$ cat src/jtbsi_pkg.sv
// Shared constants of the scan test port: instruction codes, register
// lengths, reset values and pin-sync depth.
// Assumes one system clock; the test clock is sampled as plain data.
package jtbsi_pkg;
   localparam int IR_LEN = 10;
   localparam int UCODE_LEN = 32;
   localparam int ID_LEN = 32;
   localparam logic [9:0] OP_EXTEST = 10'h000;
   localparam logic [9:0] OP_RECONFIG = 10'h001;
   localparam logic [9:0] OP_SAMPLE = 10'h005;
   localparam logic [9:0] OP_IDCODE = 10'h006;
   localparam logic [9:0] OP_USERCODE = 10'h007;
   localparam logic [9:0] OP_CLAMP = 10'h00a;
   localparam logic [9:0] OP_HIGHZ = 10'h00b;
   localparam logic [9:0] OP_CFGIO = 10'h00d;
   localparam logic [9:0] OP_BYPASS = 10'h3ff;
   // IR capture pattern: two low bits 01 per the scan standard
   localparam logic [9:0] IR_CAPTURE = 10'h001;
   localparam logic [9:0] IR_RESET = OP_IDCODE;
   // Arbitrary neutral identity value, low bit forced to one elsewhere
   localparam logic [31:0] ID_DEFAULT = 32'h0000_0001;
   localparam int SYNC_STAGES = 2;
   typedef enum logic [3:0] {
      JT_RESET = 4'h0, JT_IDLE = 4'h1, JT_SEL_DR = 4'h2, JT_CAP_DR = 4'h3,
      JT_SH_DR = 4'h4, JT_EX1_DR = 4'h5, JT_PAU_DR = 4'h6, JT_EX2_DR = 4'h7,
      JT_UPD_DR = 4'h8, JT_SEL_IR = 4'h9, JT_CAP_IR = 4'ha, JT_SH_IR = 4'hb,
      JT_EX1_IR = 4'hc, JT_PAU_IR = 4'hd, JT_EX2_IR = 4'he, JT_UPD_IR = 4'hf
   } jtbsi_state_t;
endpackage

$ cat src/jtbsi_bscell.sv
// Boundary register: one capture/shift stage and one update latch per pin.
// Fed by enables from the test port controller on sys_clk.
`timescale 1ns/10ps
`default_nettype none
module jtbsi_bscell #(
   parameter int N = 8
) (
   // Clock and reset
   input wire logic sysClk,
   input wire logic reset,
   // Control
   input wire logic capEn,
   input wire logic shEn,
   input wire logic updEn,
   input wire logic serIn,
   input wire logic [N-1:0] pinIn,
   // Results
   output logic serOut,
   output logic [N-1:0] updQ
);
   logic [N-1:0] sh_r, sh_nxt, upd_r, upd_nxt;
   genvar i;
   generate
      for (i = 0; i < N; i++) begin : g_cell
         always_comb begin
            sh_nxt[i] = sh_r[i];
            if (capEn)
               sh_nxt[i] = pinIn[i];
            else if (shEn)
               sh_nxt[i] = (i == N-1) ? serIn : sh_r[(i+1) % N];
            upd_nxt[i] = updEn ? sh_r[i] : upd_r[i];
         end
      end
   endgenerate
   always_ff @(posedge sysClk or posedge reset) begin
      if (reset) begin
         sh_r <= '0;
         upd_r <= '0;
      end else begin
         sh_r <= sh_nxt;
         upd_r <= upd_nxt;
      end
   end
   assign serOut = sh_r[0];
   assign updQ = upd_r;
endmodule
`default_nettype wire

$ cat src/jtbsi_tap.sv
// Scan test port with boundary, bypass, identity and user code registers.
// Assumes tck, tms, tdi, trstN arrive asynchronously; tck is oversampled.
`timescale 1ns/10ps
`default_nettype none
// Notes on behaviour
// - Scan chain may rewrite pin I/O standards before or in user mode.
// - Sample/preload captures pins and takes pattern for later output.
// - External test drives outputs from boundary, captures inputs.
// - Bypass code puts one-stage bypass between data in and out.
// - User code instruction shifts out the 32-bit user code.
// - Identity instruction shifts out the identity value.
// - Tri-state instruction uses bypass and floats every pin.
// - Clamp uses bypass and holds pins at boundary levels.
// - Reconfig trigger emulates a low pulse on the request pin.
// - I/O-standard load allowed anytime; aborts ongoing configuration.
// - After that, status pin held low until reconfigured.
// - Scan port carries in-circuit reconfiguration instructions.
// - Instruction register is ten bits long.
// - Bus hold or pull-up overrides the forced high impedance.
// - Identity value always has its low bit set.
module jtbsi_tap #(
   parameter int NPINS = 8,
   parameter logic [31:0] ID_VALUE = jtbsi_pkg::ID_DEFAULT
) (
   // Clock and reset
   input wire logic sys_clk,
   input wire logic reset,
   // Scan port pins
   input wire logic tck,
   input wire logic tms,
   input wire logic tdi,
   input wire logic trstN,
   output logic tdo,
   output logic tdoOe,
   // Device pins and core
   input wire logic [NPINS-1:0] pinIn,
   input wire logic [NPINS-1:0] coreOut,
   input wire logic [NPINS-1:0] coreOe,
   input wire logic [NPINS-1:0] keeperEn,
   input wire logic [31:0] userCode,
   input wire logic configBusy,
   input wire logic configDone,
   output logic [NPINS-1:0] pinOut,
   output logic [NPINS-1:0] pinOe,
   output logic [NPINS-1:0] pinKeep,
   // Configuration control
   output logic reconfigReqN,
   output logic configAbort,
   output logic configStatusPinN,
   output logic ioStdLoad
);
   logic [3:0] sy1_r, sy2_r;
   logic tckD_r, tckRise, tckFall;
   jtbsi_pkg::jtbsi_state_t st_r, st_nxt;
   logic [9:0] irSh_r, irSh_nxt, ir_r, ir_nxt;
   logic [31:0] drSh_r, drSh_nxt;
   logic byp_r, byp_nxt;
   logic tdo_r, tdo_nxt, tdoOe_r, tdoOe_nxt;
   logic hold_r, hold_nxt, rcfg_r, rcfg_nxt, abort_r, abort_nxt;
   logic [NPINS-1:0] pOut_r, pOut_nxt, pOe_r, pOe_nxt, pKeep_r, pKeep_nxt;
   logic bsOut;
   logic [NPINS-1:0] bsQ;
   logic sTck, sTms, sTdi, sTrstN;
   logic [NPINS-1:0] pinSy1_r, pinSy2_r;
   logic statN_r;
   logic selBs, selId, selUc, selIr, extest, clamp, highz;

   // Pins are async to sys_clk; first stage feeds only the second
   always_ff @(posedge sys_clk or posedge reset) begin
      if (reset) begin
         sy1_r <= 4'h0;
         sy2_r <= 4'h0;
         tckD_r <= 1'b0;
         pinSy1_r <= '0;
         pinSy2_r <= '0;
      end else begin
         sy1_r <= {trstN, tdi, tms, tck};
         sy2_r <= sy1_r;
         tckD_r <= sy2_r[0];
         pinSy1_r <= pinIn;
         pinSy2_r <= pinSy1_r;
      end
   end
   assign sTck = sy2_r[0];
   assign sTms = sy2_r[1];
   assign sTdi = sy2_r[2];
   assign sTrstN = sy2_r[3];
   assign tckRise = sTck & ~tckD_r;
   assign tckFall = ~sTck & tckD_r;

   // Instruction decode; anything undefined falls to bypass
   always_comb begin
      selBs = (ir_r == jtbsi_pkg::OP_SAMPLE) ||
              (ir_r == jtbsi_pkg::OP_EXTEST) ||
              (ir_r == jtbsi_pkg::OP_CFGIO);
      selId = (ir_r == jtbsi_pkg::OP_IDCODE);
      selUc = (ir_r == jtbsi_pkg::OP_USERCODE);
      extest = (ir_r == jtbsi_pkg::OP_EXTEST);
      clamp = (ir_r == jtbsi_pkg::OP_CLAMP);
      highz = (ir_r == jtbsi_pkg::OP_HIGHZ);
      selIr = (st_r == jtbsi_pkg::JT_SH_IR);
   end

   jtbsi_bscell #(.N(NPINS)) u_bs (
      .sysClk(sys_clk),
      .reset(reset),
      .capEn(tckRise && selBs && st_r == jtbsi_pkg::JT_CAP_DR),
      .shEn(tckRise && selBs && st_r == jtbsi_pkg::JT_SH_DR),
      .updEn(tckFall && selBs && ir_r != jtbsi_pkg::OP_CFGIO &&
             st_r == jtbsi_pkg::JT_UPD_DR),
      .serIn(sTdi),
      .pinIn(pinSy2_r),
      .serOut(bsOut),
      .updQ(bsQ)
   );

   // Port state machine advances on rising test clock
   always_comb begin
      st_nxt = st_r;
      if (!sTrstN)
         st_nxt = jtbsi_pkg::JT_RESET;
      else if (tckRise) begin
         case (st_r)
            jtbsi_pkg::JT_RESET: st_nxt = sTms ? jtbsi_pkg::JT_RESET :
                                 jtbsi_pkg::JT_IDLE;
            jtbsi_pkg::JT_IDLE: st_nxt = sTms ? jtbsi_pkg::JT_SEL_DR :
                                jtbsi_pkg::JT_IDLE;
            jtbsi_pkg::JT_SEL_DR: st_nxt = sTms ? jtbsi_pkg::JT_SEL_IR :
                                  jtbsi_pkg::JT_CAP_DR;
            jtbsi_pkg::JT_CAP_DR, jtbsi_pkg::JT_SH_DR:
               st_nxt = sTms ? jtbsi_pkg::JT_EX1_DR : jtbsi_pkg::JT_SH_DR;
            jtbsi_pkg::JT_EX1_DR: st_nxt = sTms ? jtbsi_pkg::JT_UPD_DR :
                                  jtbsi_pkg::JT_PAU_DR;
            jtbsi_pkg::JT_PAU_DR: st_nxt = sTms ? jtbsi_pkg::JT_EX2_DR :
                                  jtbsi_pkg::JT_PAU_DR;
            jtbsi_pkg::JT_EX2_DR: st_nxt = sTms ? jtbsi_pkg::JT_UPD_DR :
                                  jtbsi_pkg::JT_SH_DR;
            jtbsi_pkg::JT_SEL_IR: st_nxt = sTms ? jtbsi_pkg::JT_RESET :
                                  jtbsi_pkg::JT_CAP_IR;
            jtbsi_pkg::JT_CAP_IR, jtbsi_pkg::JT_SH_IR:
               st_nxt = sTms ? jtbsi_pkg::JT_EX1_IR : jtbsi_pkg::JT_SH_IR;
            jtbsi_pkg::JT_EX1_IR: st_nxt = sTms ? jtbsi_pkg::JT_UPD_IR :
                                  jtbsi_pkg::JT_PAU_IR;
            jtbsi_pkg::JT_PAU_IR: st_nxt = sTms ? jtbsi_pkg::JT_EX2_IR :
                                  jtbsi_pkg::JT_PAU_IR;
            jtbsi_pkg::JT_EX2_IR: st_nxt = sTms ? jtbsi_pkg::JT_UPD_IR :
                                  jtbsi_pkg::JT_SH_IR;
            jtbsi_pkg::JT_UPD_DR, jtbsi_pkg::JT_UPD_IR:
               st_nxt = sTms ? jtbsi_pkg::JT_SEL_DR : jtbsi_pkg::JT_IDLE;
            default: st_nxt = jtbsi_pkg::JT_RESET;
         endcase
      end
   end

   // Shift registers and instruction latch
   always_comb begin
      irSh_nxt = irSh_r;
      ir_nxt = ir_r;
      drSh_nxt = drSh_r;
      byp_nxt = byp_r;
      rcfg_nxt = 1'b1;
      abort_nxt = 1'b0;
      hold_nxt = hold_r;
      if (configDone && !configBusy && ir_r != jtbsi_pkg::OP_CFGIO)
         hold_nxt = 1'b0; // Released once a fresh configuration completes
      if (st_r == jtbsi_pkg::JT_RESET)
         ir_nxt = jtbsi_pkg::IR_RESET;
      if (tckRise) begin
         case (st_r)
            jtbsi_pkg::JT_CAP_IR: irSh_nxt = jtbsi_pkg::IR_CAPTURE;
            jtbsi_pkg::JT_SH_IR: irSh_nxt = {sTdi, irSh_r[9:1]};
            jtbsi_pkg::JT_CAP_DR: begin
               byp_nxt = 1'b0;
               if (selId)
                  drSh_nxt = {ID_VALUE[31:1], 1'b1};
               else if (selUc)
                  drSh_nxt = userCode;
            end
            jtbsi_pkg::JT_SH_DR: begin
               byp_nxt = sTdi;
               drSh_nxt = {sTdi, drSh_r[31:1]};
            end
            default: ;
         endcase
      end
      if (tckFall && st_r == jtbsi_pkg::JT_UPD_IR) begin
         ir_nxt = irSh_r;
         if (irSh_r == jtbsi_pkg::OP_RECONFIG)
            rcfg_nxt = 1'b0; // One-cycle emulated low pulse
         if (irSh_r == jtbsi_pkg::OP_CFGIO) begin
            abort_nxt = configBusy;
            hold_nxt = 1'b1;
         end
      end
      // Data-out changes on the falling test clock
      tdo_nxt = tdo_r;
      tdoOe_nxt = tdoOe_r;
      if (tckFall) begin
         tdoOe_nxt = (st_r == jtbsi_pkg::JT_SH_DR) || selIr;
         if (selIr)
            tdo_nxt = irSh_r[0];
         else if (selBs)
            tdo_nxt = bsOut;
         else if (selId || selUc)
            tdo_nxt = drSh_r[0];
         else
            tdo_nxt = byp_r;
      end
      // Test reset silences data-out at once, not at the next fall
      if (!sTrstN)
         tdoOe_nxt = 1'b0;
   end

   // Pin muxing; bus hold and pull-up beat forced float
   always_comb begin
      pOut_nxt = coreOut;
      pOe_nxt = coreOe;
      if (extest || clamp) begin
         pOut_nxt = bsQ;
         pOe_nxt = {NPINS{1'b1}};
      end else if (highz)
         pOe_nxt = '0;
      pKeep_nxt = (extest || clamp || highz) ? keeperEn & ~pOe_nxt : '0;
   end

   always_ff @(posedge sys_clk or posedge reset) begin
      if (reset) begin
         st_r <= jtbsi_pkg::JT_RESET;
         irSh_r <= '0;
         ir_r <= jtbsi_pkg::IR_RESET;
         drSh_r <= '0;
         byp_r <= 1'b0;
         tdo_r <= 1'b0;
         tdoOe_r <= 1'b0;
         hold_r <= 1'b0;
         statN_r <= 1'b1;
         rcfg_r <= 1'b1;
         abort_r <= 1'b0;
         pOut_r <= '0;
         pOe_r <= '0;
         pKeep_r <= '0;
      end else begin
         st_r <= st_nxt;
         irSh_r <= irSh_nxt;
         ir_r <= ir_nxt;
         drSh_r <= drSh_nxt;
         byp_r <= byp_nxt;
         tdo_r <= tdo_nxt;
         tdoOe_r <= tdoOe_nxt;
         hold_r <= hold_nxt;
         statN_r <= ~hold_nxt;
         rcfg_r <= rcfg_nxt;
         abort_r <= abort_nxt;
         pOut_r <= pOut_nxt;
         pOe_r <= pOe_nxt;
         pKeep_r <= pKeep_nxt;
      end
   end

   assign tdo = tdo_r;
   assign tdoOe = tdoOe_r;
   assign pinOut = pOut_r;
   assign pinOe = pOe_r;
   assign pinKeep = pKeep_r;
   assign reconfigReqN = rcfg_r;
   assign configAbort = abort_r;
   // Own flop so the pin carries no gate after the register
   assign configStatusPinN = statN_r;
   assign ioStdLoad = hold_r;
endmodule
`default_nettype wire

$ cat config.mk
export PLATFORM = sky130hd
export DESIGN_NAME = jtbsi_tap
export DESIGN_NICKNAME = d
export VERILOG_FILES = /design/src/jtbsi_pkg.sv /design/src/jtbsi_bscell.sv /design/src/jtbsi_tap.sv
export SDC_FILE = /design/constraint.sdc
export NUM_CORES = 1
export LEC_CHECK = 0
export BUFFER_PORTS_ARGS = -buffer_cell sky130_fd_sc_hd__buf_4
export CAP_MARGIN = 20
export CORE_MARGIN = 4
export CORE_UTILIZATION = 55
export CTS_CLUSTER_SIZE = 8
export DETAILED_ROUTE_END_ITERATION = 8
export PLACE_DENSITY_LB_ADDON = 0.08
export SYNTH_ARGS = -nofsm -noshare
export SYNTH_HDL_FRONTEND = slang
export SYNTH_SLANG_ARGS = --single-unit
$ cat constraint.sdc
create_clock -name sys_clk -period 4.3 [get_ports sys_clk]
set_clock_uncertainty 0.1 [all_clocks]
set_input_delay 0.43 -clock sys_clk [delete_from_list [all_inputs] [get_ports sys_clk]]
set_output_delay 0.43 -clock sys_clk [all_outputs]
set_load 0.01 [all_outputs]
==> flow_summary.yaml <==
global_routing:
  first_global_vias: 3772
  grtUsageTotal_pct: 20.30
  gr-total-overflow: 0
  grt_pass1_wl_um: 18340
  grt_antenna_before_repair: 0
  grt_max_degree: 88
floorplanning:
  rows: 35
  core_area_mm2: 0.009371
  initial_utilization_pct: 57.34
  die_h_um: 106.8
  die-area_mm2: 0.01142
  die_w_um: 106.8
  io_pins: 102
clocking:
  postCtsHoldBufs: 12
  clkSinkCount: 128
  cts.clk_slew.worst_paths_ns: 0.06
  cts_tree: "yes"
  numCtsBuffers: 17
  clock-root-buffer: "clkbuf_8"
  worstSkewPairLatency_ns: 0.50
  cts-htree-levels: 4
  cts_resized: 0
  post_cts_buffers: 0
  cts.path.max_buffers: 2
sta:
  slew-limit-headroom_pct: 33.69
  finalSetupViolations: 0
  rsz0062_at_grt: "false"
  slew_violations: 0
  fin_tns_setup_ns: 0
  max_clock_freq_mhz: 348.1
  fin_crit_sh_pct: 66.80
  worst_slew_pin_slew_ns: 0.9856
  hold_viol: 0
  min_period_ns: 2.873
  hold_slack_ns: 0.02706
drt:
  vias: 3791
  drc: 0
  highest_layer: "met4"
  antenna_left: 0
  wl_met3_um: 738
  drt-total-wl_um: 11040
  vias_per_cell: 5.518
  wl_per_cell_um: 16.07
  met1_length_um: 4943
  detail_route.iter0.violations: 144
  wl_met2_um: 5292
  first_pass_iters: 4
pwr:
  p_int_mw: 2.085
  switchingPower_mw: 0.5854
  p_seq_share_pct: 46.5
  swShare_pct: 21.93
  p_leak_nw: 3.316
  powerDensity_mw_per_mm2: 384.0
  total_power_mw: 2.670
  p_clk_share_pct: 48.6
  ir_drop_mv: 0.2478
  power.share.combinational_pct: 4.9
cells_and_area:
  fillers: 653
  regArea_mm2: 0.003208
  nNetsFinal: 617
  synthToLayoutAreaGrowth_pct: 29.38
  multiInputGateArea_mm2: 0.002049
  drive_gt1_share_pct: 38.17
  antenna-diode-count: 0
setup_path:
  crit_path_max_incr_delay_ns: 0.89
  crit_path_end_kind: "flip-flop"
  cp_data_arrival_time_ns: 3.16
  crit_start: "st_r[0]"
  cp_slowest_cell: "dfrtp_1"
  cp_max_fo: 32
  cp_data_required_time_ns: 4.59
  startpoint_type: "flip-flop"
  critPathKind: "reg -> reg"
  crit_family: "flip-flops"
  path_buf_inv: 1
  r2r-start: "st_r[0]"
  path_cells: "nand4b_1, o21ai_2, buf_4, mux2_2"
run:
  max_cap_violations: 0
synthesis:
  synth.avg_cell_area_um2: 12.41
  synth-seq-cells: 128
  ys_warn_count: 0
  ys_seq_area_share_pct: 59.70
  syn_inst: 433
  syn-num-nets: 505
  synth_edf_count: 0
  yosysUniqueCellTypes: 52
  async_flop_share_pct: 100.0
  synth.cell_area_mm2: 0.005374
  ys.flop_type: "dfrtp_1"
placement:
  post-dp-hpwl_um: 7068
  port-buffer-count: 101
  place_congestion: 0.7760
status:
  status: "finished clean"
hold_path:
  hold_path.startpoint: "coreOe[2]"
  hold_class: "in -> reg"
power by group through the flow:
stage	Clock [mW]	Combinational (mW)	Sequential [mW]
floorplan	0	0.0454	1.26
CTS	1.32	0.130	1.24
global route	1.38	0.146	1.24
global placement	0	0.119	1.26
detailed placement	0	0.121	1.26
finish	1.30	0.132	1.24
cell usage after synthesis (3+ instances only):
cell type,number,area [um^2]
a21oi_1,7,35.03
nor2_1,14,52.55
nand2b_1,4,25.02
nand3b_1,3,22.52
nor4_1,4,25.02
nand2_1,43,161.4
nand3_1,8,40.04
and2_1,9,56.30
clkbuf_1,19,71.32
mux2_2,62,698.2
inv_1,6,22.52
a21o_1,11,82.58
a22o_1,31,271.5
nand4b_1,3,26.28
o21ai_0,22,110.1
nor2b_1,6,37.54
dfrtp_1,124,3103
buf_2,7,35.03
dfstp_2,4,105.1
routing by layer:
layer	track usage, %	vias up
met5	0	-
met4	6.758	0
met3	4.756	7
met2	31.25	126
met1	28.69	1870
li1	-	1788
path summary, 6_finish.rpt:
| path | slack [ns] | depth (start not counted) | to |
|---|---|---|---|
| min | 0.03 | 2 | pinOe[2] |
| min in group asynchronous | 0.29 | 3 | drSh_r[23] |
| max in group asynchronous | 2.82 | 5 | ir_r[1] |
| max | 1.43 | 4 | drSh_r[21] |
| min reg2reg | 0.25 | 0 | sy2_r[0] |
| max reg2reg | 1.43 | 4 | drSh_r[21] |
state kept, by name, summed over array words and instances (netlist names), 8 cells and up:
| register | flops |
|---|---|
| pinOe | 8 |
| u_bs.updQ | 8 |
| irSh_r | 10 |
| pinKeep | 8 |
| pinSy1_r | 8 |
| drSh_r | 32 |
| u_bs.sh_r | 8 |
| pinSy2_r | 8 |
| pinOut | 8 |
| ir_r | 10 |
cells by family after synthesis:
family,synth area share [%]
AND/OR/NAND/NOR,11.25
AO/OA/AOI/OAI,12.64
multiplexers,13.39
flip-flops,59.70
buffers and inverters,2.538
XOR/XNOR,0.4890
through the flow:
| stage | area, um^2 | worst slack, ns | cells | utilization (%) |
|---|---|---|---|---|
| global route | 6953 | 1.246 | 687 | 74.19 |
| global placement | 6247 | 1.547 | 641 | 66.66 |
| CTS | 6915 | 1.449 | 685 | 73.79 |
| floorplan | 5374 | 0.3640 | 433 | - |
| detailed placement | 6247 | 1.490 | 641 | 66.66 |
| finish | 6953 | 1.427 | 687 | 74.19 |
layout make-up:
class / count / share of cell area [%]
clock buffers: 20 / 6.262
flip-flops and latches: 128 / 46.14
multi-input cells: 271 / 29.48
inverters: 6 / 0.3599
well taps: 129 / 2.321
repair buffers: 121 / 13.82
clock inverters: 12 / 1.620
layout by cell type (no fill, tap or decap), types with 3 or more instances in the layout:
master / Yosys / final
mux2_2: 62 / 62
clkinvlp_4: 0 / 5
nor2b_1: 6 / 6
dfrtp_1: 124 / 124
nand3_1: 8 / 8
nor4_1: 4 / 4
nand3b_1: 3 / 3
dlygate4sd3_1: 0 / 13
and2_1: 9 / 9
a22o_1: 31 / 31
nand2_1: 43 / 43
nand4b_1: 3 / 3
inv_1: 6 / 5
dfstp_2: 4 / 4
clkbuf_16: 0 / 16
nand2b_1: 4 / 4
buf_4: 0 / 107
a21oi_1: 7 / 7
o21ai_0: 22 / 22
a21o_1: 11 / 11
nor2_1: 14 / 14
No activity file was read; power rests on OpenSTA's default activity.
